### src/inc/dsaf_map.svh
`ifndef DSAF_MAP_SVH
`define DSAF_MAP_SVH

// byte offsets in the diagnostic page
`define DSAF_OFS_STATUS_CONTROL 8'h6e
`define DSAF_OFS_ALARM_FLAGS_A 8'h70
`define DSAF_OFS_ALARM_FLAGS_B 8'h71
`define DSAF_OFS_WARNING_FLAGS_A 8'h74
`define DSAF_OFS_WARNING_FLAGS_B 8'h75

// status_control fields
`define DSAF_SC_PIN_DIS_BIT 7
`define DSAF_SC_SOFT_DIS_BIT 6
`define DSAF_SC_FAULT_BIT 2
`define DSAF_SC_SIGDET_BIT 1
`define DSAF_SC_NOT_READY_BIT 0
`define DSAF_SC_RESET 8'h01
`define DSAF_FLAGS_RESET 8'h00

// timing
`define DSAF_CLK_HZ 40000000
`define DSAF_RESP_MS 100
`define DSAF_READY_MS 1000

`endif

### src/inc/dsaf_pkg.sv
package dsaf_pkg;
   // monitored quantities, in flag-bit order from the top
   typedef enum logic [2:0]
   {
      DSAF_CH_TEMP = 3'h0,
      DSAF_CH_VCC = 3'h1,
      DSAF_CH_BIAS = 3'h2,
      DSAF_CH_TXPWR = 3'h3,
      DSAF_CH_RXPWR = 3'h4
   } dsaf_ch_t;

   localparam int DSAF_NCH = 5;

   typedef enum logic [1:0]
   {
      DSAF_ST_WAIT = 2'b01,
      DSAF_ST_READY = 2'b10
   } dsaf_state_t;
endpackage

### src/logic/dsaf_regs.sv
`timescale 1ns/1ps
`include "dsaf_map.svh"

module dsaf_regs
   import dsaf_pkg::*;
#(
   parameter int unsigned READY_CYCLES = `DSAF_READY_MS * (`DSAF_CLK_HZ / 1000),
   parameter int unsigned RESP_CYCLES = `DSAF_RESP_MS * (`DSAF_CLK_HZ / 1000)
)
(
   // clock, reset, enable
   input wire logic core_clk,
   input wire logic resetn,
   input wire logic ce,
   // host byte access
   input wire logic [7:0] reg_addr,
   input wire logic reg_wr,
   input wire logic [7:0] reg_wdata,
   input wire logic reg_rd,
   output logic [7:0] reg_rdata_ff,
   output logic reg_rvalid_ff,
   // transmitter
   input wire logic tx_disable_pin,
   input wire logic laser_fault,
   output logic tx_off_ff,
   // receiver
   input wire logic rx_signal_ok,
   output logic sig_det_ff,
   // monitor samples and thresholds
   input wire logic mon_valid,
   input wire logic [15:0] mon_val [DSAF_NCH],
   input wire logic [15:0] thr_alm_hi [DSAF_NCH],
   input wire logic [15:0] thr_alm_lo [DSAF_NCH],
   input wire logic [15:0] thr_wrn_hi [DSAF_NCH],
   input wire logic [15:0] thr_wrn_lo [DSAF_NCH],
   // readiness
   output logic data_not_ready_ff
);

   localparam int CW = $clog2(READY_CYCLES + 1);

   ////////////////////////////////////////////////////////////////////////////
   // pin synchroniser: three flops, change taken when last two agree

   logic pin_s1_ff, pin_s2_ff, pin_s3_ff, pin_dis_ff;
   logic nxt_pin_s1, nxt_pin_s2, nxt_pin_s3, nxt_pin_dis;

   always_comb
   begin
      nxt_pin_s1 = pin_s1_ff;
      nxt_pin_s2 = pin_s2_ff;
      nxt_pin_s3 = pin_s3_ff;
      nxt_pin_dis = pin_dis_ff;
      if (ce)
      begin
         nxt_pin_s1 = tx_disable_pin;
         nxt_pin_s2 = pin_s1_ff;
         nxt_pin_s3 = pin_s2_ff;
         if (pin_s2_ff == pin_s3_ff)
         begin
            nxt_pin_dis = pin_s3_ff;
         end
      end
   end

   // pin asserted at reset: transmitter held off until the pin is seen
   always_ff @(posedge core_clk)
   begin
      if (!resetn)
      begin
         pin_s1_ff <= 1'b1;
         pin_s2_ff <= 1'b1;
         pin_s3_ff <= 1'b1;
         pin_dis_ff <= 1'b1;
      end
      else
      begin
         pin_s1_ff <= nxt_pin_s1;
         pin_s2_ff <= nxt_pin_s2;
         pin_s3_ff <= nxt_pin_s3;
         pin_dis_ff <= nxt_pin_dis;
      end
   end

   ////////////////////////////////////////////////////////////////////////////
   // status and control

   logic soft_dis_ff, fault_ff;
   logic nxt_soft_dis, nxt_fault, nxt_tx_off, nxt_sig_det;
   logic sc_wr;

   assign sc_wr = ce && reg_wr && (reg_addr == `DSAF_OFS_STATUS_CONTROL);

   always_comb
   begin
      nxt_soft_dis = soft_dis_ff;
      nxt_fault = fault_ff;
      nxt_tx_off = tx_off_ff;
      nxt_sig_det = sig_det_ff;
      if (ce)
      begin
         // only bit 6 is writable; the rest of the byte is status
         if (sc_wr)
         begin
            nxt_soft_dis = reg_wdata[`DSAF_SC_SOFT_DIS_BIT];
         end
         nxt_fault = laser_fault;
         nxt_tx_off = nxt_soft_dis | pin_dis_ff;
         nxt_sig_det = rx_signal_ok;
      end
   end

   always_ff @(posedge core_clk)
   begin
      if (!resetn)
      begin
         soft_dis_ff <= 1'b0;
         fault_ff <= 1'b0;
         tx_off_ff <= 1'b1;
         sig_det_ff <= 1'b0;
      end
      else
      begin
         soft_dis_ff <= nxt_soft_dis;
         fault_ff <= nxt_fault;
         tx_off_ff <= nxt_tx_off;
         sig_det_ff <= nxt_sig_det;
      end
   end

   ////////////////////////////////////////////////////////////////////////////
   // readiness: first sample or deadline, whichever comes first

   dsaf_state_t state_ff, nxt_state;
   logic [CW-1:0] rdy_cnt_ff, nxt_rdy_cnt;
   logic nxt_not_ready;

   always_comb
   begin
      nxt_state = state_ff;
      nxt_rdy_cnt = rdy_cnt_ff;
      nxt_not_ready = data_not_ready_ff;
      if (ce)
      begin
         case (state_ff)
            DSAF_ST_WAIT:
            begin
               nxt_rdy_cnt = rdy_cnt_ff + CW'(1);
               // deadline guards against a monitor that never reports
               if (mon_valid || rdy_cnt_ff >= CW'(READY_CYCLES - 1))
               begin
                  nxt_state = DSAF_ST_READY;
                  nxt_not_ready = 1'b0;
               end
            end
            DSAF_ST_READY:
            begin
               nxt_not_ready = 1'b0;
            end
            default:
            begin
               nxt_state = DSAF_ST_WAIT;
               nxt_rdy_cnt = '0;
               nxt_not_ready = 1'b1;
            end
         endcase
      end
   end

   always_ff @(posedge core_clk)
   begin
      if (!resetn)
      begin
         state_ff <= DSAF_ST_WAIT;
         rdy_cnt_ff <= '0;
         data_not_ready_ff <= 1'b1;
      end
      else
      begin
         state_ff <= nxt_state;
         rdy_cnt_ff <= nxt_rdy_cnt;
         data_not_ready_ff <= nxt_not_ready;
      end
   end

   ////////////////////////////////////////////////////////////////////////////
   // threshold compares; flags follow each new sample

   logic [9:0] alm_cmp, wrn_cmp;
   logic [9:0] alm_ff, wrn_ff, nxt_alm, nxt_wrn;

   for (genvar c = 0; c < DSAF_NCH; c++)
   begin : g_cmp
      logic [15:0] v, ah, al, wh, wl;
      // temperature is signed: flipping the sign bit makes unsigned compares follow signed order
      localparam logic [15:0] FLIP = (c == int'(DSAF_CH_TEMP)) ? 16'h8000 : 16'h0000;
      assign v = mon_val[c] ^ FLIP;
      assign ah = thr_alm_hi[c] ^ FLIP;
      assign al = thr_alm_lo[c] ^ FLIP;
      assign wh = thr_wrn_hi[c] ^ FLIP;
      assign wl = thr_wrn_lo[c] ^ FLIP;
      assign alm_cmp[9 - 2 * c] = v > ah;
      assign alm_cmp[8 - 2 * c] = v < al;
      assign wrn_cmp[9 - 2 * c] = v > wh;
      assign wrn_cmp[8 - 2 * c] = v < wl;
   end

   always_comb
   begin
      nxt_alm = alm_ff;
      nxt_wrn = wrn_ff;
      if (ce && mon_valid)
      begin
         nxt_alm = alm_cmp;
         nxt_wrn = wrn_cmp;
      end
   end

   always_ff @(posedge core_clk)
   begin
      if (!resetn)
      begin
         alm_ff <= 10'h000;
         wrn_ff <= 10'h000;
      end
      else
      begin
         alm_ff <= nxt_alm;
         wrn_ff <= nxt_wrn;
      end
   end

   ////////////////////////////////////////////////////////////////////////////
   // read mux; unmapped bytes answer zero

   logic [7:0] sc_byte, rd_mux;
   logic [7:0] nxt_rdata;
   logic nxt_rvalid;

   always_comb
   begin
      sc_byte = 8'h00;
      sc_byte[`DSAF_SC_PIN_DIS_BIT] = pin_dis_ff;
      sc_byte[`DSAF_SC_SOFT_DIS_BIT] = soft_dis_ff;
      sc_byte[`DSAF_SC_FAULT_BIT] = fault_ff;
      sc_byte[`DSAF_SC_SIGDET_BIT] = ~sig_det_ff;
      sc_byte[`DSAF_SC_NOT_READY_BIT] = data_not_ready_ff;
   end

   always_comb
   begin
      case (reg_addr)
         `DSAF_OFS_STATUS_CONTROL: rd_mux = sc_byte;
         `DSAF_OFS_ALARM_FLAGS_A: rd_mux = alm_ff[9:2];
         `DSAF_OFS_ALARM_FLAGS_B: rd_mux = {alm_ff[1:0], 6'h00};
         `DSAF_OFS_WARNING_FLAGS_A: rd_mux = wrn_ff[9:2];
         `DSAF_OFS_WARNING_FLAGS_B: rd_mux = {wrn_ff[1:0], 6'h00};
         default: rd_mux = `DSAF_FLAGS_RESET;
      endcase
   end

   always_comb
   begin
      nxt_rdata = reg_rdata_ff;
      nxt_rvalid = reg_rvalid_ff;
      if (ce)
      begin
         nxt_rvalid = reg_rd;
         if (reg_rd)
         begin
            nxt_rdata = rd_mux;
         end
      end
   end

   always_ff @(posedge core_clk)
   begin
      if (!resetn)
      begin
         reg_rdata_ff <= 8'h00;
         reg_rvalid_ff <= 1'b0;
      end
      else
      begin
         reg_rdata_ff <= nxt_rdata;
         reg_rvalid_ff <= nxt_rvalid;
      end
   end

   // cycles the transmitter control lags its causes
   logic [31:0] lag_cnt_ff;
   always_ff @(posedge core_clk)
   begin
      if (!resetn || tx_off_ff == (soft_dis_ff | pin_dis_ff))
      begin
         lag_cnt_ff <= 32'h0;
      end
      else
      begin
         lag_cnt_ff <= lag_cnt_ff + 32'h1;
      end
   end
endmodule
### config.mk
export PLATFORM = sky130hd
export DESIGN_NAME = dsaf_regs
export DESIGN_NICKNAME = d
export VERILOG_FILES = /design/src/inc/dsaf_pkg.sv /design/src/logic/dsaf_regs.sv
export VERILOG_INCLUDE_DIRS = /design/src /design/src/inc
export SDC_FILE = /design/constraint.sdc
export NUM_CORES = 1
export LEC_CHECK = 0
export ABC_AREA = 1
export BUFFER_PORTS_ARGS = -buffer_cell sky130_fd_sc_hd__buf_2
export CAP_MARGIN = 5
export CORE_AREA = 2 2 171 173
export DETAILED_ROUTE_END_ITERATION = 7
export DIE_AREA = 0 0 173 175
export GPL_TIMING_DRIVEN = 0
export PLACE_DENSITY = 0.79
export SYNTH_ARGS = -nofsm -noshare
export SYNTH_HDL_FRONTEND = slang
export SYNTH_SLANG_ARGS = --single-unit
### constraint.sdc
create_clock -name core_clk -period 1.63 [get_ports core_clk]
set_input_delay 0.0815 -clock core_clk [delete_from_list [all_inputs] [get_ports core_clk]]
set_output_delay 0.0815 -clock core_clk [all_outputs]
set_load 0.02 [all_outputs]
======== After elaboration in Yosys (flattened, before gate mapping) ========
Index checks and enable logic that the tools add are counted.
cells by class
  magnitude comparators ................... 21
  reduce and logical (&&, ||, !) cells .... 9
  equality and inequality tests ........... 9
  bitwise logic cells ..................... 8
  add/sub/neg operators ................... 1
  muxes and demuxes ....................... 8
operators with widths
  kind                                                             count
  16-bit > comparator                                              10
  16-bit < comparator                                              10
  26-bit one-hot mux with 2 select lines                           1
  8-bit by 7-bit == test with 1-bit output, second input constant  5
  8-bit one-hot mux with 5 select lines                            1
  26-bit by 1-bit adder with 26-bit output, second input constant  1
  26-bit greater-or-equal comparator, second input constant        1
  2-bit AND reduction                                              4
  1-bit NOT                                                        7
  2-bit one-hot mux with 2 select lines                            1
  1-bit logical AND                                                3
  1-bit two-way mux                                                3
  3-bit AND reduction                                              1
  2-bit by 1-bit == test with 1-bit output, second input constant  1
  2-bit == test, second input constant                             1
  2-bit two-way mux                                                1
  2-bit inequality test, second input constant                     1
  1-bit one-hot mux with 2 select lines                            1
  1-bit == test                                                    1
  1-bit logical OR                                                 1
  1-bit bitwise OR                                                 1
storage, ports and cells
  logic and storage cells ................. 71
  output and inout bits ................... 12
  input port bits ......................... 425
  register bits after elaboration ......... 66

======== Depth between registers and ports, before layout ========
Gate-level depths: netlist (run 1).
  word-level depth ........................ 5
  mapped depth ............................ 13
  depth with buffers taken out ............ 13

======== Worst setup path before layout (run 1) ========
OpenSTA, ideal clock, no wires.
  kind .................................... register to register
  from .................................... register state_ff[0]
  to ...................................... register rdy_cnt_ff[22]
  path slack .............................. 2 ps
  stages on the path, launching flop included .. 13
  data required time ...................... 1513 ps
  library setup time ...................... 117 ps
  buffers on the path ..................... 0
  clock period less this slack ............ 1628 ps
  data arrival time ....................... 1511 ps
  cells stage by stage .................... dfxtp_1 > inv_1 > ha_1 > nor2_8 > inv_4 > nor2_4 > nand2_2 > inv_2 > nand2_1 > nor2_2 > nand3_1 > o21ai_1 > a21oi_1
on the way
  longest elaborated chain between the ends .. 3
  elaborated cells on any way between the ends .. 5
  those cells by class .................... 2 x eq/ne; 1 x mux; 1 x bitwise; 1 x reduce/logical
ends and longest elaborated chain
  element                               RTL line          source
  start, declared                       dsaf_regs.sv:134  dsaf_state_t state_ff, nxt_state;
  start signal, assigned                dsaf_regs.sv:180  state_ff <= nxt_state;
  2-bit == test                         dsaf_regs.sv:145  case (state_ff)
  1-bit NOT (no source line)            n/a
  2-bit AND reduction (no source line)  n/a
  end signal, assigned                  dsaf_regs.sv:181  rdy_cnt_ff <= nxt_rdy_cnt;
  end, declared                         dsaf_regs.sv:135  logic [CW-1:0] rdy_cnt_ff, nxt_rdy_cnt;
Parallel ways exist; a longest one is shown, timed or not.
A chain may end at the register's enable or synchronous reset.

======== Final worst setup path (run 1) ========
Same ends and word-level chain as after synthesis.

==> metrics.yaml, run 1 <==
wl_microns: 35100
wl_per_cell_microns: 14.0
cts_made_buffers: 9
grt_pass1_vias: 12300
cts_tree: "built"
end_kind: "register"
drt_iter0_drc: 571
start_kind: "register"
slowest_delay_ns: 0.34
violations: "setup timing"
setup_viol: 2
synth.top_cell.area_share_pct: 36.1
p_sw_mw: 2.23
finish.net_count: 2856
pwr-share-clk_pct: 32.3
syn_nets: 2395
worstPathMaxFanout: 6
power_frac_comb_pct: 41.4
synth.distinct_cells: 43
grt_use_total_pct: 22.6
fin_ws_ns: -0.0133
route.met3.wl_microns: 2240
leakagePower_nw: 8.47
clock-root-buffer: "clkbuf_16"
gp_congestion: 0.940
place_hpwl_microns: 30600
port_buffers: 429
r2r-end: "rdy_cnt_ff[22]"
p_int_mw: 4.29
num_antenna_cells: 0
arrival_ns: 1.86
core_area_sq_um: 28400
place_area_sq_um: 13500
path_class: "register to register"
numPlacedInstances: 2470
htree_levels: 3
finalMaxSlewViolations: 0
synthFlopType: "dfxtp_1"
powerDensity_nw_per_um2: 462
clkLatencyLatePin_ns: 0.33
route.detailed.drc: 0
ys_warn_count: 0
min_path_type: "input pin to register"
p_seq_share_pct: 26.3
rr_startpoint: "state_ff[0]"
fin_crit_sh_pct: 101
instances_no_fill: 2506
synth_top_area_cell: "ha_1"
grt-ovfl-total: 0
rsz0062_at_grt: "true"
slowest_stage: "dfxtp_2"
drtAntennaViolNets: 0
swShare_pct: 34.2
crit_start: "state_ff[0]"
dieWidth_microns: 173
avgSynthCellArea_sq_um: 6.55
cts.sinks: 66
max_slew.worst_pin.slew_ns: 0.745
fmaxAchievable_mhz: 609
finalCoreUtilization_pct: 49.7
synth-edff-count: 0
rrSetupSlack_ns: -0.01
seq_area_frac_synth_pct: 12.2
highest_layer: "met4"
reg2regPathDepth: 12
vdd_drop_max_mv: 0.499
cap_viol_max_count: 0
cp_cell_sequence: "inv_2 > ha_4 > nor2_8 > inv_6 > nor2_4 > nand2_4 > inv_2 > nand2_2 > nor2_4 > nand3_2 > o21ai_2 > a21oi_1"
period_minus_slack_ns: 1.64
clock_path_buffers: 2
fin_skew_ns: 0.00538
start_util_pct: 38.2
syn_to_final_growth_pct: 30.1
hold_violations: 0
holdWs_ns: 0.0454
num_rows: 62
grt_max_degree: 12
p_total_mw: 6.52
via_per_inst: 4.91
drt-met1-wl_microns: 14500
grt_pass1_wl_microns: 56300
netlist_area_sq_um: 10800
status: "complete, but fails checks"
drive_above_1_share_pct: 24.1
antenna_found_initial: 0
first_pass_iters: 5
die_area_sq_um: 30300
vias: 12300
synth.area.top_cells: "ha_1, inv_1, dfxtp_1"
syn-instance-count: 1657
path_clk_slew_ns: 0.06
ys_ff_latch: 66
io_pins: 437
critPathRequiredTime_ns: 1.85
dr_wl_met2_microns: 17100
crit_end: "rdy_cnt_ff[22]"
die_h_microns: 175
slew-limit-headroom_pct: 50.3
final_area_sq_um: 14100
async_flop_share_pct: 0
## timing repair
item,in CTS,in global routing
setup buffers,10,8
endpoints found under the hold margin,3,0
resized for setup,14,30
pin swaps,8,10
setup endpoints to repair,35,22
hold buffers,3,0
## synthesized netlist by cell type (2+ instances only)
master,count
buf_2,3
o21ai_0,80
nand2_2,2
nor2_1,112
dfxtp_1,66
o21a_1,11
nand4_1,26
o211ai_1,6
a211oi_1,14
nor4_1,3
o21ai_1,4
a22o_1,3
nor2_2,4
inv_2,6
a21oi_1,185
ha_1,313
nand2_1,290
a31oi_1,10
nand3_1,71
nor3_1,21
clkinv_1,3
clkbuf_1,7
inv_1,397
## worst min path at each step
stage	from	depth (start not counted)	slack, ns	endpoint
2_1_floorplan	tx_disable_pin	2	0.21	pin_s1_ff
3_3_place_gp	rx_signal_ok	3	0.31	sig_det_ff
3_5_place_dp	tx_disable_pin	3	0.32	pin_s1_ff
4_1_cts	reg_wdata[6]	3	0.05	tx_off_ff
5_1_grt	reg_wdata[6]	3	0.08	tx_off_ff
6_report	reg_wdata[6]	3	0.05	tx_off_ff
## stage by stage
step                setup WS [ns]  setup TNS [ns]
finish                    -0.0133         -0.0170
global route              -0.0943          -0.508
CTS                       -0.0104         -0.0104
detailed placement         -0.622           -8.45
global placement           -0.679           -7.78
floorplan                 0.00169               0
## kinds of logic (layout without fill, tap and decap cells)
kind of cell | Yosys count | in the layout | share of synthesized area, %
simple gates | 539 | 539 | 21.2
compound gates | 319 | 319 | 15.8
fa+ha+maj | 313 | 313 | 36.1
buf+inv | 418 | 883 | 14.5
xor+xnor | 2 | 2 | 0.161
flops | 66 | 66 | 12.2
## routing by layer
metal  up-vias  global-route usage, %
met1      5437                   25.6
met4         0                   8.83
li1       6344                      -
met3        86                   4.07
met5         -                      0
met2       428                   41.8
## cells in the final DEF, fill, tap and decap left out, drive strengths merged, types with 14 or more instances in the layout
| cell type | Yosys | layout |
|---|---|---|
| a211oi | 14 | 14 |
| a21oi | 185 | 185 |
| buf | 3 | 450 |
| clkbuf | 7 | 18 |
| dfxtp | 66 | 66 |
| ha | 313 | 313 |
| inv | 404 | 405 |
| nand2 | 292 | 292 |
| nand3 | 72 | 72 |
| nand4 | 27 | 27 |
| nor2 | 118 | 118 |
| nor3 | 22 | 22 |
| o21ai | 84 | 84 |
## area by class of cell
cell class,instances,area (sq um)
multi-input cells,1173,8080
inverters,408,1540
clock buffers,11,253
clock inverters,4,75.1
flip-flops and latches,66,1330
plain buffers,10,45.0
well taps,384,480
fillers,2792,14300
repair buffers,450,2310
## critical path: cells and delay by family (launching register included)
kind | cells | cell delay [ns]
simple gates | 6 | 0.66
flops | 1 | 0.34
buf+inv | 3 | 0.19
compound gates | 2 | 0.18
fa+ha+maj | 1 | 0.17
## flip-flops by register name (all words and copies together) (netlist names)
name and cells:
pin_s3_ff 1, soft_dis_ff 1, reg_rvalid_ff 1, rdy_cnt_ff 26, data_not_ready_ff 1, state_ff 2, pin_s1_ff 1, pin_dis_ff 1
wrn_ff 10, fault_ff 1, sig_det_ff 1, reg_rdata_ff 8, alm_ff 10, tx_off_ff 1, pin_s2_ff 1
## power groups by stage
stage          Combinational [mW]  Sequential, mW  Clock [mW]
5_1_grt                      3.13            1.72        2.22
3_3_place_gp                 2.52            1.74           0
3_5_place_dp                 2.63            1.74           0
4_1_cts                      2.68            1.72        2.13
2_1_floorplan                1.50            1.75           0
6_report                     2.70            1.72        2.11
Note: power is estimated with default switching activity, not from simulation.
==> run 2, diff against run 1 <==
Settings changed: PLACE_DENSITY 0.79 to default, PLACE_DENSITY_LB_ADDON from default to 0.1.
==> metrics.yaml, run 2 (same netlist as run 1, synthesis figures left out) <==
dpl_worst_slack_ns: -0.428
arrival_ns: 1.86
dieWidth_microns: 173
status: "complete, but fails checks"
grt_use_total_pct: 22.9
top_regs: "rdy_cnt_ff x26, alm_ff x10, wrn_ff x10"
start_util_pct: 38.2
finalCoreUtilization_pct: 49.7
drtAntennaViolNets: 0
final_area_sq_um: 14100
syn_to_final_growth_pct: 30.2
core_area_sq_um: 28400
worstPathMaxFanout: 6
die_area_sq_um: 30300
port_buffers: 429
highest_layer: "met5"
dr_wl_met2_microns: 17500
start_kind: "register"
hold_violations: 0
top_register: "rdy_cnt_ff"
finalMaxSlewViolations: 0
clock-root-buffer: "clkbuf_16"
gp_congestion: 0.906
wl_per_cell_microns: 14.0
num_rows: 62
grt_pass1_vias: 11900
leakagePower_nw: 8.45
via_per_inst: 4.73
end_kind: "register"
wl_microns: 35200
regArea_sq_um: 1330
die_h_microns: 175
route.met3.wl_microns: 2100
mostFrequentLayoutCell: "buf_2"
cts_tree: "built"
fin_tns_setup_ns: -0.0186
multi_input_area_sq_um: 8100
rsz0062_at_grt: "true"
antenna_found_initial: 11
grt-ovfl-total: 0
cap_viol_max_count: 0
holdWs_ns: 0.0474
period_minus_slack_ns: 1.64
fmaxAchievable_mhz: 608
place_area_sq_um: 13500
drt_iter0_drc: 427
slew-limit-headroom_pct: 52.4
clock_path_buffers: 2
setup_viol: 3
clkLatencyLatePin_ns: 0.33
grt_max_degree: 13
min_path_type: "input pin to register"
fin_crit_sh_pct: 101
fin_skew_ns: 0.00657
grt_pass1_wl_microns: 56500
htree_levels: 3
fin_ws_ns: -0.0140
route.detailed.drc: 0
max_slew.worst_pin.slew_ns: 0.714
path_clk_slew_ns: 0.06
numPlacedInstances: 2470
drive_above_1_share_pct: 24.1
place_hpwl_microns: 31100
violations: "setup timing"
path_class: "register to register"
vdd_drop_max_mv: 0.343
io_pins: 437
cts.sinks: 66
drt-met1-wl_microns: 14700
fill_cells: 3016
mostFrequentLayoutCells: "buf_2, inv_1, ha_1"
vias: 11900
first_pass_iters: 5
finish.net_count: 2850
instances_no_fill: 2508
p_total_mw: 6.60
largest_reg_flops: 26
cts_made_buffers: 9
powerDensity_nw_per_um2: 467
critPathRequiredTime_ns: 1.85
==> run 2: changes by cell type in the layout (fill, tap and decap cells not counted), sizes merged <==
cell      previous run  this run
buf                450       444
bufinv               2         3
clkbuf              18        17
clkinv               3         5
clkinvlp             2         1
diode                0         7
==> run 2: critical path: stages (launching register included) <==
cell,delay [ns]
dfxtp_2,0.35
inv_2,0.05
ha_4,0.17
nor2_8,0.16
inv_6,0.07
nor2_4,0.13
nand2_4,0.09
inv_4,0.07
nand2_2,0.07
nor2_4,0.11
nand3_2,0.09
o21ai_2,0.14
a21oi_1,0.05
==> run 2: area by class of cell <==
cell class,instances,area share [%]
Buffer,10,0.310
Multi-Input combinational cell,1173,57.3
Inverter,408,10.9
Sequential cell,66,9.41
Tap cell,384,3.40
Antenna cell,7,0.124
Clock inverter,6,0.815
Clock buffer,10,1.62
Timing Repair Buffer,444,16.1
==> run 2: worst paths after layout <==
path                        start              end  slack [ns]  depth (start not counted)
setup reg to reg      state_ff[0]   rdy_cnt_ff[22]       -0.01                         12
hold reg to reg   reg_rdata_ff[0]  reg_rdata_ff[0]        0.46                          2
setup / recovery      state_ff[0]   rdy_cnt_ff[22]       -0.01                         12
hold / removal       reg_wdata[6]        tx_off_ff        0.05                          3
==> run 2: layer usage <==
metal  up-vias  track usage (%)
li1       6335                -
met1      5133             25.9
met2       335             43.2
met3        52             4.81
met4         6             6.29
met5         -                0
==> run 2: power breakdown <==
group	switching, mW	total [mW]	leakage, nW	internal [mW]
clock network	0.742	2.24	0.163	1.50
registers	0.0409	1.72	0.538	1.68
logic	1.45	2.64	7.75	1.19
total	2.23	6.60	8.45	4.37
==> run 2: repair_timing <==
item / 4_1_cts / 5_1_grt
buffers inserted: 5 / 7
gates cloned: 0 / 0
pin swaps: 4 / 16
hold buffers: 3 / 0
setup endpoints to repair: 34 / 17
endpoints found under the hold margin: 3 / 0
gates resized for setup: 9 / 40
